$ cat src/core/spw_consts.svh
/*
  Constants of the self-programming access block: register offsets, field
  positions, reset values and address-space bounds.
  Assumes it is included by bare name from core/ and sim/ sources.
*/
// Behaviour
// - Hold the CPU idle during a program write; resume when the array ends the write.
// - Program memory writable only with enable bit 7 set and fuse enabled.
// - Fuse disabled forces the self-programming enable bit to zero.
// - Enabled and id select clear: external moves go to code space 0000-FFFFH.
// - Disabled: external moves to extra RAM 0000-0FFFH, or data flash 1000-2FFFH.
// - Code reads go to code space, or id array 0000-01FFH when select set.
// - Enabled with id select set: external moves address the id array.
// - Program writes use page buffer loading followed by a committing write.
`ifndef SPW_CONSTS_SVH
`define SPW_CONSTS_SVH

// ----------------------------------------------------------------
// Register map (index is the printed offset, byte address is 4x)
// ----------------------------------------------------------------
`define SPW_IDX_MEMCTL 10'h096
`define SPW_IDX_PROGCTL 10'h098
`define SPW_IDX_STATUS 10'h099
`define SPW_RST_MEMCTL 8'h00
`define SPW_RST_PROGCTL 8'h00

// ----------------------------------------------------------------
// Field positions
// ----------------------------------------------------------------
`define SPW_BIT_SPE 7
`define SPW_BIT_IDSEL 3
`define SPW_BIT_DFMAP 2
`define SPW_MEMCTL_RSVD_MASK 8'hfc
`define SPW_BIT_LOADONLY 0
`define SPW_BIT_ST_BUSY 0
`define SPW_BIT_ST_FUSE 1
`define SPW_BIT_ST_LOADED 2
`define SPW_BIT_ST_BLOCKED 3

// ----------------------------------------------------------------
// Address spaces and page buffer
// ----------------------------------------------------------------
`define SPW_XRAM_TOP 16'h0fff
`define SPW_DFL_BASE 16'h1000
`define SPW_DFL_TOP 16'h2fff
`define SPW_ID_MASK 16'h01ff
`define SPW_PAGE_BYTES 64
`define SPW_PAGE_IDX_W 6

`endif

$ cat src/core/spw_pkg.sv
/*
  Types shared by the self-programming access block.
  Assumes nothing beyond a SystemVerilog compiler.
*/
package spw_pkg;

  // Target space of a CPU data-pointer access
  typedef enum logic [2:0] {
    SPW_SP_XRAM,
    SPW_SP_DFLASH,
    SPW_SP_EXTDATA,
    SPW_SP_CODE,
    SPW_SP_IDARR
  } spw_space_t;

  // Page write sequencer states
  typedef enum logic [1:0] {
    SPW_ST_IDLE,
    SPW_ST_LOADED,
    SPW_ST_BUSY
  } spw_seq_t;

endpackage

$ cat src/core/spw_route.sv
/*
  Combinational steering of data-pointer moves onto an address space.
  Assumes the enable bit it receives is already gated by the fuse.
*/
`timescale 1ns/1ps
`include "spw_consts.svh"

module spw_route (
  // Mode
  input wire logic spe,
  input wire logic id_sel,
  input wire logic df_map,
  // Access
  input wire logic is_xmove,
  input wire logic [15:0] addr,
  // Result
  output spw_pkg::spw_space_t space,
  output logic [15:0] local_addr
);

  // ----------------------------------------------------------------
  // Decode
  // ----------------------------------------------------------------
  wire logic in_xram = addr <= `SPW_XRAM_TOP;
  wire logic in_dfl = (addr >= `SPW_DFL_BASE) && (addr <= `SPW_DFL_TOP);
  wire logic to_id = id_sel && (!is_xmove || spe);
  wire logic to_code = !to_id && (!is_xmove || spe);

  // Space choice; program spaces take priority over data spaces
  always_comb begin
    if (to_id) begin
      space = spw_pkg::SPW_SP_IDARR;
    end else if (to_code) begin
      space = spw_pkg::SPW_SP_CODE;
    end else if (in_xram) begin
      space = spw_pkg::SPW_SP_XRAM;
    end else if (df_map && in_dfl) begin
      space = spw_pkg::SPW_SP_DFLASH;
    end else begin
      space = spw_pkg::SPW_SP_EXTDATA;
    end
  end

  // Address within the chosen space
  always_comb begin
    case (space)
      spw_pkg::SPW_SP_IDARR: local_addr = addr & `SPW_ID_MASK;
      spw_pkg::SPW_SP_DFLASH: local_addr = addr - `SPW_DFL_BASE;
      default: local_addr = addr;
    endcase
  end

endmodule

$ cat src/core/spw_write_seq.sv
/*
  Page write sequencer: buffer loading, commit, and busy wait on the array.
  Assumes done from the array is a one-cycle pulse after start.
*/
`timescale 1ns/1ps
`include "spw_consts.svh"

module spw_write_seq (
  // Clock and reset
  input wire logic clk,
  input wire logic resetn,
  // Control
  input wire logic load,
  input wire logic commit,
  input wire logic abort,
  input wire logic nvm_done,
  // Status
  output logic busy,
  output logic loaded,
  output logic nvm_start
);

  spw_pkg::spw_seq_t state_q;
  spw_pkg::spw_seq_t state_d;

  // ----------------------------------------------------------------
  // Next state
  // ----------------------------------------------------------------
  always_comb begin
    state_d = state_q;
    case (state_q)
      spw_pkg::SPW_ST_IDLE: begin
        if (commit) begin
          state_d = spw_pkg::SPW_ST_BUSY;
        end else if (load) begin
          state_d = spw_pkg::SPW_ST_LOADED;
        end
      end
      spw_pkg::SPW_ST_LOADED: begin
        if (commit) begin
          state_d = spw_pkg::SPW_ST_BUSY;
        end else if (abort) begin
          state_d = spw_pkg::SPW_ST_IDLE;
        end
      end
      spw_pkg::SPW_ST_BUSY: begin
        if (nvm_done) begin
          state_d = spw_pkg::SPW_ST_IDLE;
        end
      end
      default: state_d = spw_pkg::SPW_ST_IDLE;
    endcase
  end

  // State register
  always_ff @(posedge clk) begin
    if (!resetn) begin
      state_q <= spw_pkg::SPW_ST_IDLE;
    end else begin
      state_q <= state_d;
    end
  end

  // Outputs
  assign busy = state_q == spw_pkg::SPW_ST_BUSY;
  assign loaded = state_q == spw_pkg::SPW_ST_LOADED;
  assign nvm_start = (state_q != spw_pkg::SPW_ST_BUSY) && (state_d == spw_pkg::SPW_ST_BUSY);

endmodule

$ cat src/core/spw_top.sv
/*
  Self-programming access control: memory control register, address-space
  steering of CPU data-pointer moves, page buffer and CPU idle during writes.
  Assumes an Avalon-MM master for software, a CPU that issues one move per
  request pulse and waits while cpu_idle is high, and a program array that
  reads the page buffer by index and pulses nvm_done when a write ends.
*/
`timescale 1ns/1ps
`include "spw_consts.svh"

module spw_top (
  // Clock and reset
  input wire logic clk,
  input wire logic resetn,
  // Avalon-MM slave
  input wire logic [11:0] avs_address,
  input wire logic avs_read,
  input wire logic avs_write,
  input wire logic [31:0] avs_writedata,
  input wire logic [3:0] avs_byteenable,
  output logic [31:0] avs_readdata,
  output logic avs_waitrequest,
  // Fuse
  input wire logic spe_fuse_en,
  // CPU data-pointer moves
  input wire logic cpu_req,
  input wire logic cpu_is_xmove,
  input wire logic cpu_we,
  input wire logic [15:0] cpu_addr,
  input wire logic [7:0] cpu_wdata,
  output logic cpu_idle,
  // Routed access toward the memories
  output logic mem_req,
  output logic mem_we,
  output spw_pkg::spw_space_t mem_space,
  output logic [15:0] mem_addr,
  output logic [7:0] mem_wdata,
  // Program array write port
  output logic nvm_start,
  output logic nvm_to_id,
  output logic [15:0] nvm_page_addr,
  input wire logic [`SPW_PAGE_IDX_W-1:0] nvm_buf_idx,
  output logic [7:0] nvm_buf_data,
  input wire logic nvm_done
);

  // ----------------------------------------------------------------
  // Helper functions
  // ----------------------------------------------------------------

  // Byte-lane merge of the low byte of a register write
  function automatic logic [7:0] spw_merge8(input logic [7:0] old_v, input logic [31:0] wdata,
                                           input logic [3:0] be);
    spw_merge8 = be[0] ? wdata[7:0] : old_v;
  endfunction

  // Page base of an address
  function automatic logic [15:0] spw_page_base(input logic [15:0] a);
    spw_page_base = {a[15:`SPW_PAGE_IDX_W], {`SPW_PAGE_IDX_W{1'b0}}};
  endfunction

  // ----------------------------------------------------------------
  // Declarations
  // ----------------------------------------------------------------
  logic ack_q;
  logic [31:0] rdata_q;
  logic [7:0] memctl_q;
  logic [7:0] memctl_d;
  logic [7:0] progctl_q;
  logic [7:0] progctl_d;
  logic blocked_q;
  logic blocked_d;
  logic [15:0] page_q;
  logic id_page_q;
  logic [7:0] page_buf [0:`SPW_PAGE_BYTES-1];
  logic mem_req_q;
  logic mem_we_q;
  spw_pkg::spw_space_t mem_space_q;
  logic [15:0] mem_addr_q;
  logic [7:0] mem_wdata_q;
  logic [7:0] nvm_data_q;
  spw_pkg::spw_space_t route_space;
  logic [15:0] route_addr;
  logic seq_busy;
  logic seq_loaded;
  logic seq_start;

  // ----------------------------------------------------------------
  // Avalon-MM slave decode
  // ----------------------------------------------------------------

  // One wait cycle, then the answer at the edge where waitrequest is low
  wire logic bus_req = avs_read || avs_write;
  wire logic bus_take = bus_req && ack_q;
  wire logic [9:0] bus_idx = avs_address[11:2];
  wire logic sel_memctl = bus_idx == `SPW_IDX_MEMCTL;
  wire logic sel_progctl = bus_idx == `SPW_IDX_PROGCTL;
  wire logic sel_status = bus_idx == `SPW_IDX_STATUS;
  wire logic wr_memctl = avs_write && bus_take && sel_memctl;
  wire logic wr_progctl = avs_write && bus_take && sel_progctl;
  wire logic rd_status_clr = avs_read && bus_take && sel_status;

  // A back-to-back request waits again, since the acknowledge clears after each taken edge
  assign avs_waitrequest = bus_req && !ack_q;
  assign avs_readdata = rdata_q;

  // ----------------------------------------------------------------
  // Effective mode bits
  // ----------------------------------------------------------------
  wire logic spe_on = memctl_q[`SPW_BIT_SPE] && spe_fuse_en;
  wire logic id_sel = memctl_q[`SPW_BIT_IDSEL];
  wire logic df_map = memctl_q[`SPW_BIT_DFMAP];
  wire logic load_only = progctl_q[`SPW_BIT_LOADONLY];

  // Status word shows the block's own state
  wire logic [7:0] status_v = {4'h0, blocked_q, seq_loaded, spe_fuse_en, seq_busy};

  // Read mux; unmapped words read as zero
  wire logic [7:0] rd_byte = sel_memctl ? memctl_q :
                             sel_progctl ? progctl_q :
                             sel_status ? status_v : 8'h00;

  // ----------------------------------------------------------------
  // CPU access classification
  // ----------------------------------------------------------------

  // A move is accepted only while no program write is running
  wire logic cpu_go = cpu_req && !seq_busy;
  wire logic prog_space = (route_space == spw_pkg::SPW_SP_CODE) ||
                          (route_space == spw_pkg::SPW_SP_IDARR);
  // Stores into program space exist only with the enable on
  wire logic prog_store = cpu_go && cpu_is_xmove && cpu_we && spe_on && prog_space;
  // A store that would hit program space with the enable off
  wire logic blocked_store = cpu_go && cpu_we && !spe_on && prog_space;
  // Page loading, then the commit on the store that starts the write
  wire logic buf_load = prog_store;
  wire logic buf_commit = prog_store && !load_only;
  wire logic new_page = prog_store && !seq_loaded;
  wire logic [`SPW_PAGE_IDX_W-1:0] buf_idx = route_addr[`SPW_PAGE_IDX_W-1:0];
  // Losing the enable drops a half-loaded page
  // A fuse drop clears the enable bit as well, so it abandons the page the same way
  wire logic seq_abort = !spe_on;
  // Plain data accesses go straight out
  wire logic pass_through = cpu_go && !prog_store && !blocked_store;

  // ----------------------------------------------------------------
  // Register next values
  // ----------------------------------------------------------------

  // Memory control; enable bit cannot stand without the fuse
  // The fuse test comes last, so a write cannot raise the enable even for one cycle
  always_comb begin
    memctl_d = memctl_q;
    if (wr_memctl) begin
      memctl_d = spw_merge8(memctl_q, avs_writedata, avs_byteenable) & `SPW_MEMCTL_RSVD_MASK;
    end
    if (!spe_fuse_en) begin
      memctl_d[`SPW_BIT_SPE] = 1'b0;
    end
  end

  // Program control write value after the byte-lane merge
  wire logic [7:0] progctl_wr = spw_merge8(progctl_q, avs_writedata, avs_byteenable);

  // Program control; only the load-only bit is kept, the rest reads zero
  always_comb begin
    progctl_d = progctl_q;
    if (wr_progctl) begin
      progctl_d = {7'h00, progctl_wr[`SPW_BIT_LOADONLY]};
    end
  end

  // Blocked-store flag; a new event wins over the read that clears it
  always_comb begin
    blocked_d = blocked_q;
    if (rd_status_clr) begin
      blocked_d = 1'b0;
    end
    if (blocked_store) begin
      blocked_d = 1'b1;
    end
  end

  // ----------------------------------------------------------------
  // Bus handshake and read data
  // ----------------------------------------------------------------
  always_ff @(posedge clk) begin
    if (!resetn) begin
      ack_q <= 1'b0;
      rdata_q <= 32'h0000_0000;
    end else begin
      ack_q <= bus_req && !ack_q;
      rdata_q <= {24'h00_0000, rd_byte};
    end
  end

  // ----------------------------------------------------------------
  // Control registers
  // ----------------------------------------------------------------
  always_ff @(posedge clk) begin
    if (!resetn) begin
      memctl_q <= `SPW_RST_MEMCTL;
      progctl_q <= `SPW_RST_PROGCTL;
      blocked_q <= 1'b0;
    end else begin
      memctl_q <= memctl_d;
      progctl_q <= progctl_d;
      blocked_q <= blocked_d;
    end
  end

  // ----------------------------------------------------------------
  // Address steering
  // ----------------------------------------------------------------
  spw_route u_route (
    .spe(spe_on),
    .id_sel(id_sel),
    .df_map(df_map),
    .is_xmove(cpu_is_xmove),
    .addr(cpu_addr),
    .space(route_space),
    .local_addr(route_addr)
  );

  // ----------------------------------------------------------------
  // Page write sequencer
  // ----------------------------------------------------------------
  spw_write_seq u_seq (
    .clk(clk),
    .resetn(resetn),
    .load(buf_load),
    .commit(buf_commit),
    .abort(seq_abort),
    .nvm_done(nvm_done),
    .busy(seq_busy),
    .loaded(seq_loaded),
    .nvm_start(seq_start)
  );

  // ----------------------------------------------------------------
  // Page buffer and target page
  // ----------------------------------------------------------------

  // Buffer bytes land at their in-page index
  always_ff @(posedge clk) begin
    if (buf_load) begin
      page_buf[buf_idx] <= cpu_wdata;
    end
  end

  // Page address and target array latched by the first byte of a page
  always_ff @(posedge clk) begin
    if (!resetn) begin
      page_q <= 16'h0000;
      id_page_q <= 1'b0;
    end else if (new_page) begin
      page_q <= spw_page_base(route_addr);
      id_page_q <= route_space == spw_pkg::SPW_SP_IDARR;
    end
  end

  // Buffer read-out toward the array, one cycle after the index
  always_ff @(posedge clk) begin
    nvm_data_q <= page_buf[nvm_buf_idx];
  end

  assign nvm_start = seq_start;
  assign nvm_to_id = id_page_q;
  assign nvm_page_addr = page_q;
  assign nvm_buf_data = nvm_data_q;

  // ----------------------------------------------------------------
  // Routed memory access
  // ----------------------------------------------------------------
  always_ff @(posedge clk) begin
    if (!resetn) begin
      mem_req_q <= 1'b0;
      mem_we_q <= 1'b0;
      mem_space_q <= spw_pkg::SPW_SP_XRAM;
      mem_addr_q <= 16'h0000;
      mem_wdata_q <= 8'h00;
    end else begin
      mem_req_q <= pass_through;
      mem_we_q <= pass_through && cpu_we && !prog_space;
      if (pass_through) begin
        mem_space_q <= route_space;
        mem_addr_q <= route_addr;
        mem_wdata_q <= cpu_wdata;
      end
    end
  end

  assign mem_req = mem_req_q;
  assign mem_we = mem_we_q;
  assign mem_space = mem_space_q;
  assign mem_addr = mem_addr_q;
  assign mem_wdata = mem_wdata_q;

  // CPU waits from the committing store until the array is done
  // Moves offered while it waits are dropped, so the CPU must hold its next move
  assign cpu_idle = seq_busy;

endmodule

$ cat config.mk
export PLATFORM = sky130hd
export DESIGN_NAME = spw_top
export DESIGN_NICKNAME = d
export VERILOG_FILES = /design/src/core/spw_pkg.sv /design/src/core/spw_route.sv /design/src/core/spw_write_seq.sv /design/src/core/spw_top.sv
export VERILOG_INCLUDE_DIRS = /design/src /design/src/core
export SDC_FILE = /design/constraint.sdc
export NUM_CORES = 1
export LEC_CHECK = 0
export BUFFER_PORTS_ARGS = -buffer_cell sky130_fd_sc_hd__clkbuf_2
export CAP_MARGIN = 25
export CORE_MARGIN = 5
export CORE_UTILIZATION = 54
export CTS_CLUSTER_SIZE = 12
export DETAILED_ROUTE_END_ITERATION = 10
export HOLD_SLACK_MARGIN = 0.15
export PLACE_DENSITY = 0.76
export SYNTH_ARGS = -nofsm -noshare
export SYNTH_HDL_FRONTEND = slang
export SYNTH_SLANG_ARGS = --single-unit
$ cat constraint.sdc
create_clock -name clk -period 2.4 [get_ports clk]
set_clock_uncertainty 0.05 [all_clocks]
set_input_delay 0.48 -clock clk [delete_from_list [all_inputs] [get_ports clk]]
set_output_delay 0.48 -clock clk [all_outputs]
set_load 0.02 [all_outputs]
==> impl_metrics.py, run 1 <==
metrics = {
    "run_status": {
        "status": "finished clean",
    },
    "route": {
        "wire_per_inst_um": 24.7,
        "drc": 0,
        "final_antenna_net_count": 0,
        "drtPass1Iterations": 5,
        "drt_iter0_markers": 1362,
        "dr_total_vias": 12900,
        "vias_per_cell": 6.00,
        "wirelength_um": 53000,
    },
    "synthesis": {
        "synth-seq-cells": 579,
        "synth_area_leaders": "edfxtp_1 67%, mux4_2 9.2%, dfxtp_1 5.9%",
        "synth_area_sq_um": 22900,
        "syn_avg_cell_area_sq_um": 17.7,
        "yosysUniqueCellTypes": 58,
        "syn_inst": 1290,
        "synth_warnings": 0,
        "yosys_most_used_dff": "edfxtp_1",
        "async_flop_share": 0,
        "synth_edf_count": 512,
        "synth_top_cell_by_area": "edfxtp_1",
        "ys_seq_area_frac": 0.732,
        "synth.top_cell.area_share": 0.673,
    },
    "layout": {
        "area_growth_pct": 17.8,
        "drive_gt1_frac": 0.275,
        "finalCoreUtilization": 0.642,
        "fin_nets": 1664,
        "final_cell_mix": "512 x edfxtp_1, 135 x buf_4, 111 x clkbuf_2, 98 x nand2_1, 93 x mux4_2",
        "layout_commonest_cell": "edfxtp_1",
        "n_antenna_cell": 0,
    },
    "timing": {
        "timing.final.crit_share": 0.985,
        "drv_slew": 0,
        "period_needed_ps": 2360,
        "slew-limit-headroom": 0.559,
        "rsz0062_at_grt": "yes",
        "tightest_slew_ps": 661,
        "hold_viol_final": 0,
        "fmax_ghz": 0.423,
        "final-setup-viol-count": 0,
    },
    "placed_design": {
        "hpwl_um": 33700,
        "portBuffers": 115,
        "gp_congestion": 0.849,
    },
    "floorplanning": {
        "die_area_sq_um": 46500,
        "io_pins": 176,
        "die_w_um": 216,
        "start_util": 0.545,
        "num_rows": 75,
        "die_h_um": 216,
        "core-area_sq_um": 41900,
    },
    "power": {
        "swShare": 0.211,
        "power_mw": 20.6,
        "power.leakage_nw": 9.37,
        "cell_internal_pwr_mw": 16.2,
        "combPwrFrac": 0.060,
        "p_clk_frac": 0.404,
        "seq_power_share": 0.536,
        "power.ir.vdd_worst_mv": 0.539,
        "power_density_nw_per_um2": 764,
        "p_sw_mw": 4.33,
    },
    "global_route": {
        "grt_max_degree": 66,
        "antenna_found_initial": 1,
        "grt_usage": 0.227,
        "grt_pass1_vias": 13100,
        "grt_pass1_wl_um": 80300,
        "grt_overflow_total": 0,
    },
    "worst_setup_path": {
        "r2r_setup_slack_ps": 120,
        "endpoint_kind": "output port",
        "cp_max_fo": 4,
        "start_kind": "input port",
        "critPathKind": "in -> out",
        "worst_ep_arrival_time_ps": 1830,
        "required_ps": 1870,
        "rr_worst_depth": 8,
    },
    "clock_tree": {
        "root_buffer": "clkbuf_16",
        "cts_tree": "done",
        "cts_sinks": 579,
        "clock_path_buffers": 3,
        "cts_max_level": 2,
        "numCtsBuffers": 58,
        "clock_latency_ps": 610,
        "clk_pin_slew_ps": 60,
        "cts_setup_buffers": 0,
    },
    "min_path": {
        "hold_depth": 3,
        "min_path_type": "in -> reg",
    },
    "run": {
        "max_cap_violations": 0,
    },
}
power by group through the flow:
stage / clock network [mW] / logic [mW] / registers [mW]
global placement: 0 / 1.16 / 11.2
floorplan: 0 / 0.633 / 11.3
CTS: 8.43 / 1.23 / 11.0
finish: 8.31 / 1.23 / 11.0
detailed placement: 0 / 1.19 / 11.2
global route: 8.90 / 1.32 / 11.0
critical path: stages:
cell and delay (ps):
dlygate4sd3_1 530, clkbuf_2 120, nand4_1 100, or2_4 280, nor3_4 160, buf_6 150
timing repair:
item,4_1_cts,5_1_grt
hold endpoints to repair,30,0
gates resized for setup,3,5
endpoints found under the setup margin,1,8
hold buffers,24,0
cells by family (layout without fill, tap and decap cells):
kind of cell,after synthesis,in the layout,share of synthesized area
AOI/OAI and AO/OA,145,145,0.0446
DFF,579,579,0.732
adders and majority gates,5,5,0.00274
xor gates and xnor gates,2,2,0.000767
muxes,170,170,0.133
other,1,30,0.000164
buffers and inverters,101,394,0.0282
and+or+nand+nor,287,287,0.0594
stage by stage:
stage,hold slack (ps),setup slack [ps],cells,cell area [sq um],setup TNS [ps]
after floorplan,397,189,1319,23000,0
final,195,36.4,2151,26900,0
after CTS,161,7.66,2151,26900,0
after global routing,204,-35.8,2151,26900,-35.8
after detailed placement,406,-86.6,2027,24900,-150
after global placement,400,-34.5,2027,24900,-34.5
path summary, 6_finish.rpt:
check / start / end
setup / recovery: cpu_req / nvm_start
hold / removal: cpu_addr[2] / mem_addr[2]
setup reg to reg: u_seq.state_q[0] / page_buf[48][6]
hold reg to reg: mem_wdata[2] / mem_wdata[2]
sequential cells by signal (all words and copies together) (netlist names):
name and flops:
page_buf 512, mem_addr 16, nvm_page_addr 10, avs_readdata 8, mem_wdata 8, nvm_buf_data 8
memctl_q 6, mem_space 3, u_seq.state_q 2, ack_q 1, blocked_q 1, mem_req 1
mem_we 1, nvm_to_id 1, progctl_q 1
metal layers:
layer / vias up / wire length [um] / part of all wire / track usage
met2: 645 / 26300 / 0.49 / 0.368
met3: 92 / 4690 / 0.088 / 0.0458
met4: 2 / 1490 / 0.028 / 0.0736
met5: - / 7 / 0.00013 / 0
li1: 5617 / - / - / -
met1: 6541 / 20600 / 0.39 / 0.313
cell type report:
class | count | area [sq um]
Multi-Input combinational cell | 639 | 5630
Sequential cell | 579 | 16700
Fill cell | 2773 | 15000
Clock inverter | 14 | 115
Clock buffer | 86 | 1600
Timing Repair Buffer | 290 | 2180
Inverter | 4 | 15.0
Tap cell | 539 | 674
synthesized netlist by cell type, drive strengths merged (6+ instances only):
master,number
clkbuf,19
a22oi,19
a21oi,8
mux4,103
nor3,8
o22ai,20
o221ai,12
nand4,6
nand2,98
buf,78
a21boi,32
dfxtp,67
edfxtp,512
nor2,84
a221oi,7
nor2b,22
or3,6
a211oi,10
mux2i,65
o21ai,24
nand3,24
(Power assumes the default switching activity.)
==> run 2, diff against run 1 <==
ABC_AREA = 1   (was unset)
==> run 2 against run 1 <==
Net effect: via count increased by 31%; synthesized cell count grew 62%; wire length rose by 14%; worst hold slack better by 3.2 ps; final area grew 1.9%; maximum frequency rose by 2.1%; die area rose by 3.9%; power grew 0.24%; clock power fell by 2.9%; first-iteration DRC count grew 48%; highest routed layer unchanged.
==> impl_metrics.py, run 2 <==
metrics = {
    "route": {
        "wire_per_inst_um": 20.6,
        "drt_iter0_markers": 2018,
        "dr_total_vias": 16900,
        "drtPass1Iterations": 6,
        "drc": 0,
        "vias_per_cell": 5.77,
        "final_antenna_net_count": 0,
        "wirelength_um": 60300,
    },
    "synthesis": {
        "synth_area_leaders": "edfxtp_1 65%, nor2_1 5.6%, dfxtp_1 5.6%",
        "synth-seq-cells": 579,
        "syn_avg_cell_area_sq_um": 11.4,
        "synth.top_cell.area_share": 0.646,
        "yosys_most_used_dff": "edfxtp_1",
        "synth_edf_count": 512,
        "synth_top_cells_by_count": "512 x edfxtp_1, 358 x nor2_1, 331 x nand2_1",
        "syn_inst": 2084,
        "synth.most_common_cell": "edfxtp_1",
        "synth_top_cell_by_area": "edfxtp_1",
        "async_flop_share": 0,
        "ys_seq_area_frac": 0.702,
        "yosysUniqueCellTypes": 39,
        "synth_warnings": 0,
        "synth_area_sq_um": 23800,
    },
    "timing": {
        "drv_slew": 0,
        "final-setup-viol-count": 0,
        "period_needed_ps": 2310,
        "timing.final.ws_setup_ps": 85.5,
        "rsz0062_at_grt": "no",
        "tightest_slew_ps": 625,
        "fmax_ghz": 0.432,
        "fin_setup_tns_ps": 0,
        "hold_ws_ps": 198,
        "timing.final.crit_share": 0.964,
        "slew-limit-headroom": 0.583,
        "hold_viol_final": 0,
    },
    "clock_tree": {
        "cts_sinks": 579,
        "cts_max_level": 2,
        "numCtsBuffers": 56,
        "clock_latency_ps": 610,
        "clk_pin_slew_ps": 60,
        "clock_path_buffers": 3,
        "cts_tree": "done",
        "root_buffer": "clkbuf_16",
    },
    "placed_design": {
        "pre_cts_slack_ps": 152,
        "portBuffers": 115,
        "hpwl_um": 36500,
        "gp_congestion": 0.948,
    },
    "global_route": {
        "antenna_found_initial": 2,
        "grt_overflow_total": 0,
        "grt_pass1_vias": 16300,
        "grt_pass1_wl_um": 92200,
        "grt_usage": 0.247,
        "grt_max_degree": 80,
    },
    "power": {
        "power.leakage_nw": 10.1,
        "power_mw": 20.6,
        "power_density_nw_per_um2": 752,
        "power.ir.vdd_worst_mv": 0.595,
    },
    "run_status": {
        "status": "finished clean",
    },
    "floorplanning": {
        "die_w_um": 220,
        "start_util": 0.542,
        "num_rows": 77,
        "io_pins": 176,
        "core-area_sq_um": 43900,
        "die_h_um": 220,
        "die_area_sq_um": 48400,
    },
    "run": {
        "max_cap_violations": 0,
    },
    "worst_setup_path": {
        "start_kind": "input port",
        "critPathTopFamily": "buffers and inverters",
        "required_ps": 1870,
        "endpoint_kind": "output port",
        "cp_num_buf_inv": 3,
        "critical-path-max-stage-delay_ps": 540,
        "path_cells": "dlygate4sd3_1, clkbuf_2, nand3_4, nor3_4, nand2_2, nor2_2, buf_4",
        "worst_ep_arrival_time_ps": 1780,
        "slowest_stage": "dlygate4sd3_1",
        "cp_max_fo": 4,
        "critPathKind": "in -> out",
    },
    "layout": {
        "num-fill-cells": 3351,
        "largest_register_ffs": 512,
        "layout_commonest_cell": "edfxtp_1",
        "area_growth_pct": 15.3,
        "multi_input_area_sq_um": 5930,
        "largest-register": "page_buf",
        "drive_gt1_frac": 0.141,
        "fin_nets": 2373,
        "register_area_sq_um": 16700,
        "final_cell_mix": "512 x edfxtp_1, 357 x nor2_1, 330 x nand2_1, 196 x o21ai_0, 122 x nand3_1",
    },
    "min_path": {
        "min_path_type": "in -> reg",
    },
}
==> run 2: changes by cell type in the layout (fill, tap and decap cells not counted), moves of 40 or more <==
cell     delta
o22ai_1    +84
buf_4      -40
o21ai_0   +179
mux4_2     -93
inv_1      +68
nand2_1   +232
nand3_1    +99
nor2_1    +275
mux2i_1    -65
o21ai_1    +68
==> run 2: kinds of logic (layout without fill, tap and decap cells) <==
family | after synthesis | after routing | synth area share
compound gates | 431 | 431 | 0.0974
xor+xnor | 1 | 1 | 0.000368
fa+ha+maj | 5 | 5 | 0.00263
buf+inv | 229 | 442 | 0.0530
flops | 579 | 579 | 0.702
other cells | 1 | 31 | 0.000158
simple gates | 838 | 838 | 0.144
==> run 2: what timing repair did <==
action                                 4_1_cts  5_1_grt
pin swaps                                    1        0
endpoints found under the hold margin       21        0
buffers inserted                             1        0
gates resized for setup                      0        4
setup endpoints to repair                    1        1
hold buffers                                22        0
==> run 2: area by class of cell <==
cell class,count,share of cell area
clock inverters,7,0.00141
multi-input cells,1305,0.216
flip-flops and latches,579,0.609
well taps,592,0.0270
inverters,79,0.0111
clock buffers,96,0.0585
diodes,1,0.0000912
repair buffers,260,0.0767
==> run 2: where the power goes <==
group,internal [mW],switching (mW)
clock,4.51,3.56
combinational,0.448,1.08
sequential,11.0,0.0293
==> run 2: worst paths after layout <==
kind / startpoint / to / slack, ps / cells past startpoint
setup / recovery: cpu_we / nvm_start / 90 / 7
hold / removal: cpu_addr[1] / mem_addr[1] / 200 / 3
setup reg to reg: u_seq.state_q[0] / page_buf[35][2] / 240 / 11
hold reg to reg: memctl_q[4] / avs_readdata[4] / 400 / 2
==> run 2: layer usage <==
layer / track usage / up-vias / wire (um)
met5: 0 / - / 13
li1: - / 7677 / -
met2: 0.405 / 958 / 29000
met3: 0.0522 / 124 / 6360
met1: 0.335 / 8094 / 22900
met4: 0.0778 / 2 / 1920
==> run 2: tightest hold or removal path, delay by kind of cell <==
family                 cells  cell delay, ps
buffers and inverters      1             160
and+or+nand+nor            2             180
==> run 2: stage by stage <==
stage	util	std cells	cell area, sq um
6_report	0.625	2919	27400
2_1_floorplan	-	2113	23900
3_3_place_gp	0.582	2792	25600
3_5_place_dp	0.582	2792	25600
4_1_cts	0.625	2918	27400
5_1_grt	0.625	2919	27400
==> run 3, diff against run 2 <==
==> constraint.sdc (replaced) <==
create_clock -name clk -period 2.4 [get_ports clk]
set_clock_uncertainty 0.05 [all_clocks]
set_input_delay 0.36 -clock clk [delete_from_list [all_inputs] [get_ports clk]]
set_output_delay 0.36 -clock clk [all_outputs]
set_load 0.02 [all_outputs]
==> run 3 against run 2 <==
Net effect: utilization grew 0.46 points; via count grew 0.77%; power grew 1.0%; highest routed layer is now met4; critical path type is now reg -> out; die area is the same; sequential cell count is the same; cell count grew 0.79%; largest cell class unchanged; register-to-register slack lost 60 ps; sequential power is essentially flat; sequential share of layout area shrank 0.44 points.
==> impl_metrics.py, run 3 (synthesized netlist as in run 2, its figures left out) <==
metrics = {
    "worst_setup_path": {
        "cp_max_fo": 4,
        "r2r-start": "u_seq.state_q[0]",
        "start_kind": "register",
        "critPathKind": "reg -> out",
        "rr_worst_depth": 11,
        "r2r_setup_slack_ps": 180,
        "worstReg2RegEnd": "page_buf[50][7]",
        "endpoint_kind": "output port",
        "worst_ep_arrival_time_ps": 1920,
        "required_ps": 1990,
    },
    "timing": {
        "period_needed_ps": 2330,
        "final-setup-viol-count": 0,
        "slew-limit-headroom": 0.548,
        "hold_viol_final": 0,
        "drv_slew": 0,
        "timing.final.crit_share": 0.970,
        "fmax_ghz": 0.429,
        "tightest_slew_ps": 678,
    },
    "clock_tree": {
        "clock_path_buffers": 3,
        "cts_tree": "done",
        "numCtsBuffers": 57,
        "clock_latency_ps": 600,
        "clk_pin_slew_ps": 60,
        "cts_max_level": 2,
        "cts_sinks": 579,
        "root_buffer": "clkbuf_16",
        "post_cts_resize_count": 0,
    },
    "global_route": {
        "grt_pass1_wl_um": 93100,
        "grt_max_degree": 115,
        "grt_usage": 0.250,
        "grt_overflow_total": 0,
        "grt_pass1_vias": 16700,
        "antenna_found_initial": 0,
    },
    "layout": {
        "design_area_sq_um": 27600,
        "fin_nets": 2398,
        "largest-register": "page_buf",
        "n_antenna_cell": 0,
        "area_growth_pct": 16.2,
        "fin_cells": 2942,
        "drive_gt1_frac": 0.143,
        "largest_register_ffs": 512,
        "final_cell_mix": "512 x edfxtp_1, 358 x nor2_1, 331 x nand2_1, 196 x o21ai_0, 122 x nand3_1",
        "layout_commonest_cell": "edfxtp_1",
        "num-fill-cells": 3263,
    },
    "placed_design": {
        "hpwl_um": 36800,
        "dpl_cell_area_sq_um": 25500,
        "gp_congestion": 0.933,
        "dp.cells": 2795,
        "portBuffers": 115,
    },
    "min_path": {
        "hold_depth": 4,
        "min-delay-start": "avs_address[6]",
        "hold_end": "avs_readdata[1]",
        "min_path_type": "in -> reg",
    },
    "floorplanning": {
        "io_pins": 176,
        "start_util": 0.542,
        "die_area_sq_um": 48400,
        "num_rows": 77,
        "die_w_um": 220,
        "die_h_um": 220,
        "core-area_sq_um": 43900,
    },
    "route": {
        "wire_per_inst_um": 20.7,
        "vias_per_cell": 5.77,
        "drc": 0,
        "drtPass1Iterations": 8,
        "final_antenna_net_count": 0,
        "drt_iter0_markers": 2046,
        "wirelength_um": 61000,
        "dr_total_vias": 17000,
    },
    "run_status": {
        "status": "finished clean",
    },
    "power": {
        "power.leakage_nw": 10.2,
        "power_density_nw_per_um2": 754,
        "power.ir.vdd_worst_mv": 0.611,
    },
    "run": {
        "max_cap_violations": 0,
    },
}
[run 3: cell count changes in the layout (fill, tap and decap cells not counted), moves of 2 or more]
cell and change:
clkbuf_16 +2, dlygate4sd3_1 +20, buf_12 -7, clkbuf_1 -4, clkinv_1 -3, clkinv_2 +2, clkbuf_8 +2, buf_4 +10
[run 3: metal layers]
| layer | vias up | wire length (um) | track usage |
|---|---|---|---|
| met2 | 941 | 29300 | 0.412 |
| met3 | 154 | 5920 | 0.0532 |
| met4 | 0 | 2300 | 0.0988 |
| met5 | - | 0 | 0 |
| met1 | 8153 | 23400 | 0.329 |
| li1 | 7736 | - | - |
[run 3: final cells by class]
cell class / instances / area, sq um / share of cell area
clock buffers: 97 / 1680 / 0.0606
clock inverters: 6 / 36.3 / 0.00131
inverters: 79 / 304 / 0.0110
multi-input cells: 1305 / 5930 / 0.214
flip-flops and latches: 579 / 16700 / 0.605
well taps: 592 / 741 / 0.0268
repair buffers: 284 / 2250 / 0.0812
[run 3: stage by stage]
step	setup slack, ps	hold slack [ps]	util	setup TNS [ps]	total power, mW
floorplan	433	366	-	0	12.1
global placement	220	375	0.580	0	12.7
detailed placement	132	382	0.580	0	12.7
CTS	26.4	169	0.629	0	20.9
global route	-21.0	205	0.629	-21.0	21.5
finish	71.5	207	0.629	0	20.8
[run 3: what timing repair did]
action / 4_1_cts / 5_1_grt
buffers inserted: 0 / 2
setup endpoints to repair: 0 / 1
hold buffers: 42 / 0
hold endpoints to repair: 45 / 0
[run 3: power breakdown]
part / switching [mW] / internal, mW
registers: 0.0292 / 11.0
clock network: 3.56 / 4.70
logic: 1.08 / 0.455
total: 4.67 / 16.2
[run 3: critical path, stage by stage, from the launching register on]
cell	delay (ps)
dfxtp_1	320
inv_2	60
nand2_2	120
nand3_4	100
nor3_4	280
nand2_1	100
nor2_1	140
clkbuf_2	190
[run 3: worst max-delay path by stage]
stage | to | slack (ps) | startpoint
4_1_cts | nvm_start | 30 | u_seq.state_q[0]
3_3_place_gp | nvm_buf_data[4] | 220 | nvm_buf_idx[0]
5_1_grt | nvm_start | -20 | u_seq.state_q[0]
2_1_floorplan | page_buf[16][0] | 430 | u_seq.state_q[0]
3_5_place_dp | nvm_buf_data[0] | 130 | nvm_buf_idx[0]
6_report | nvm_start | 70 | u_seq.state_q[0]
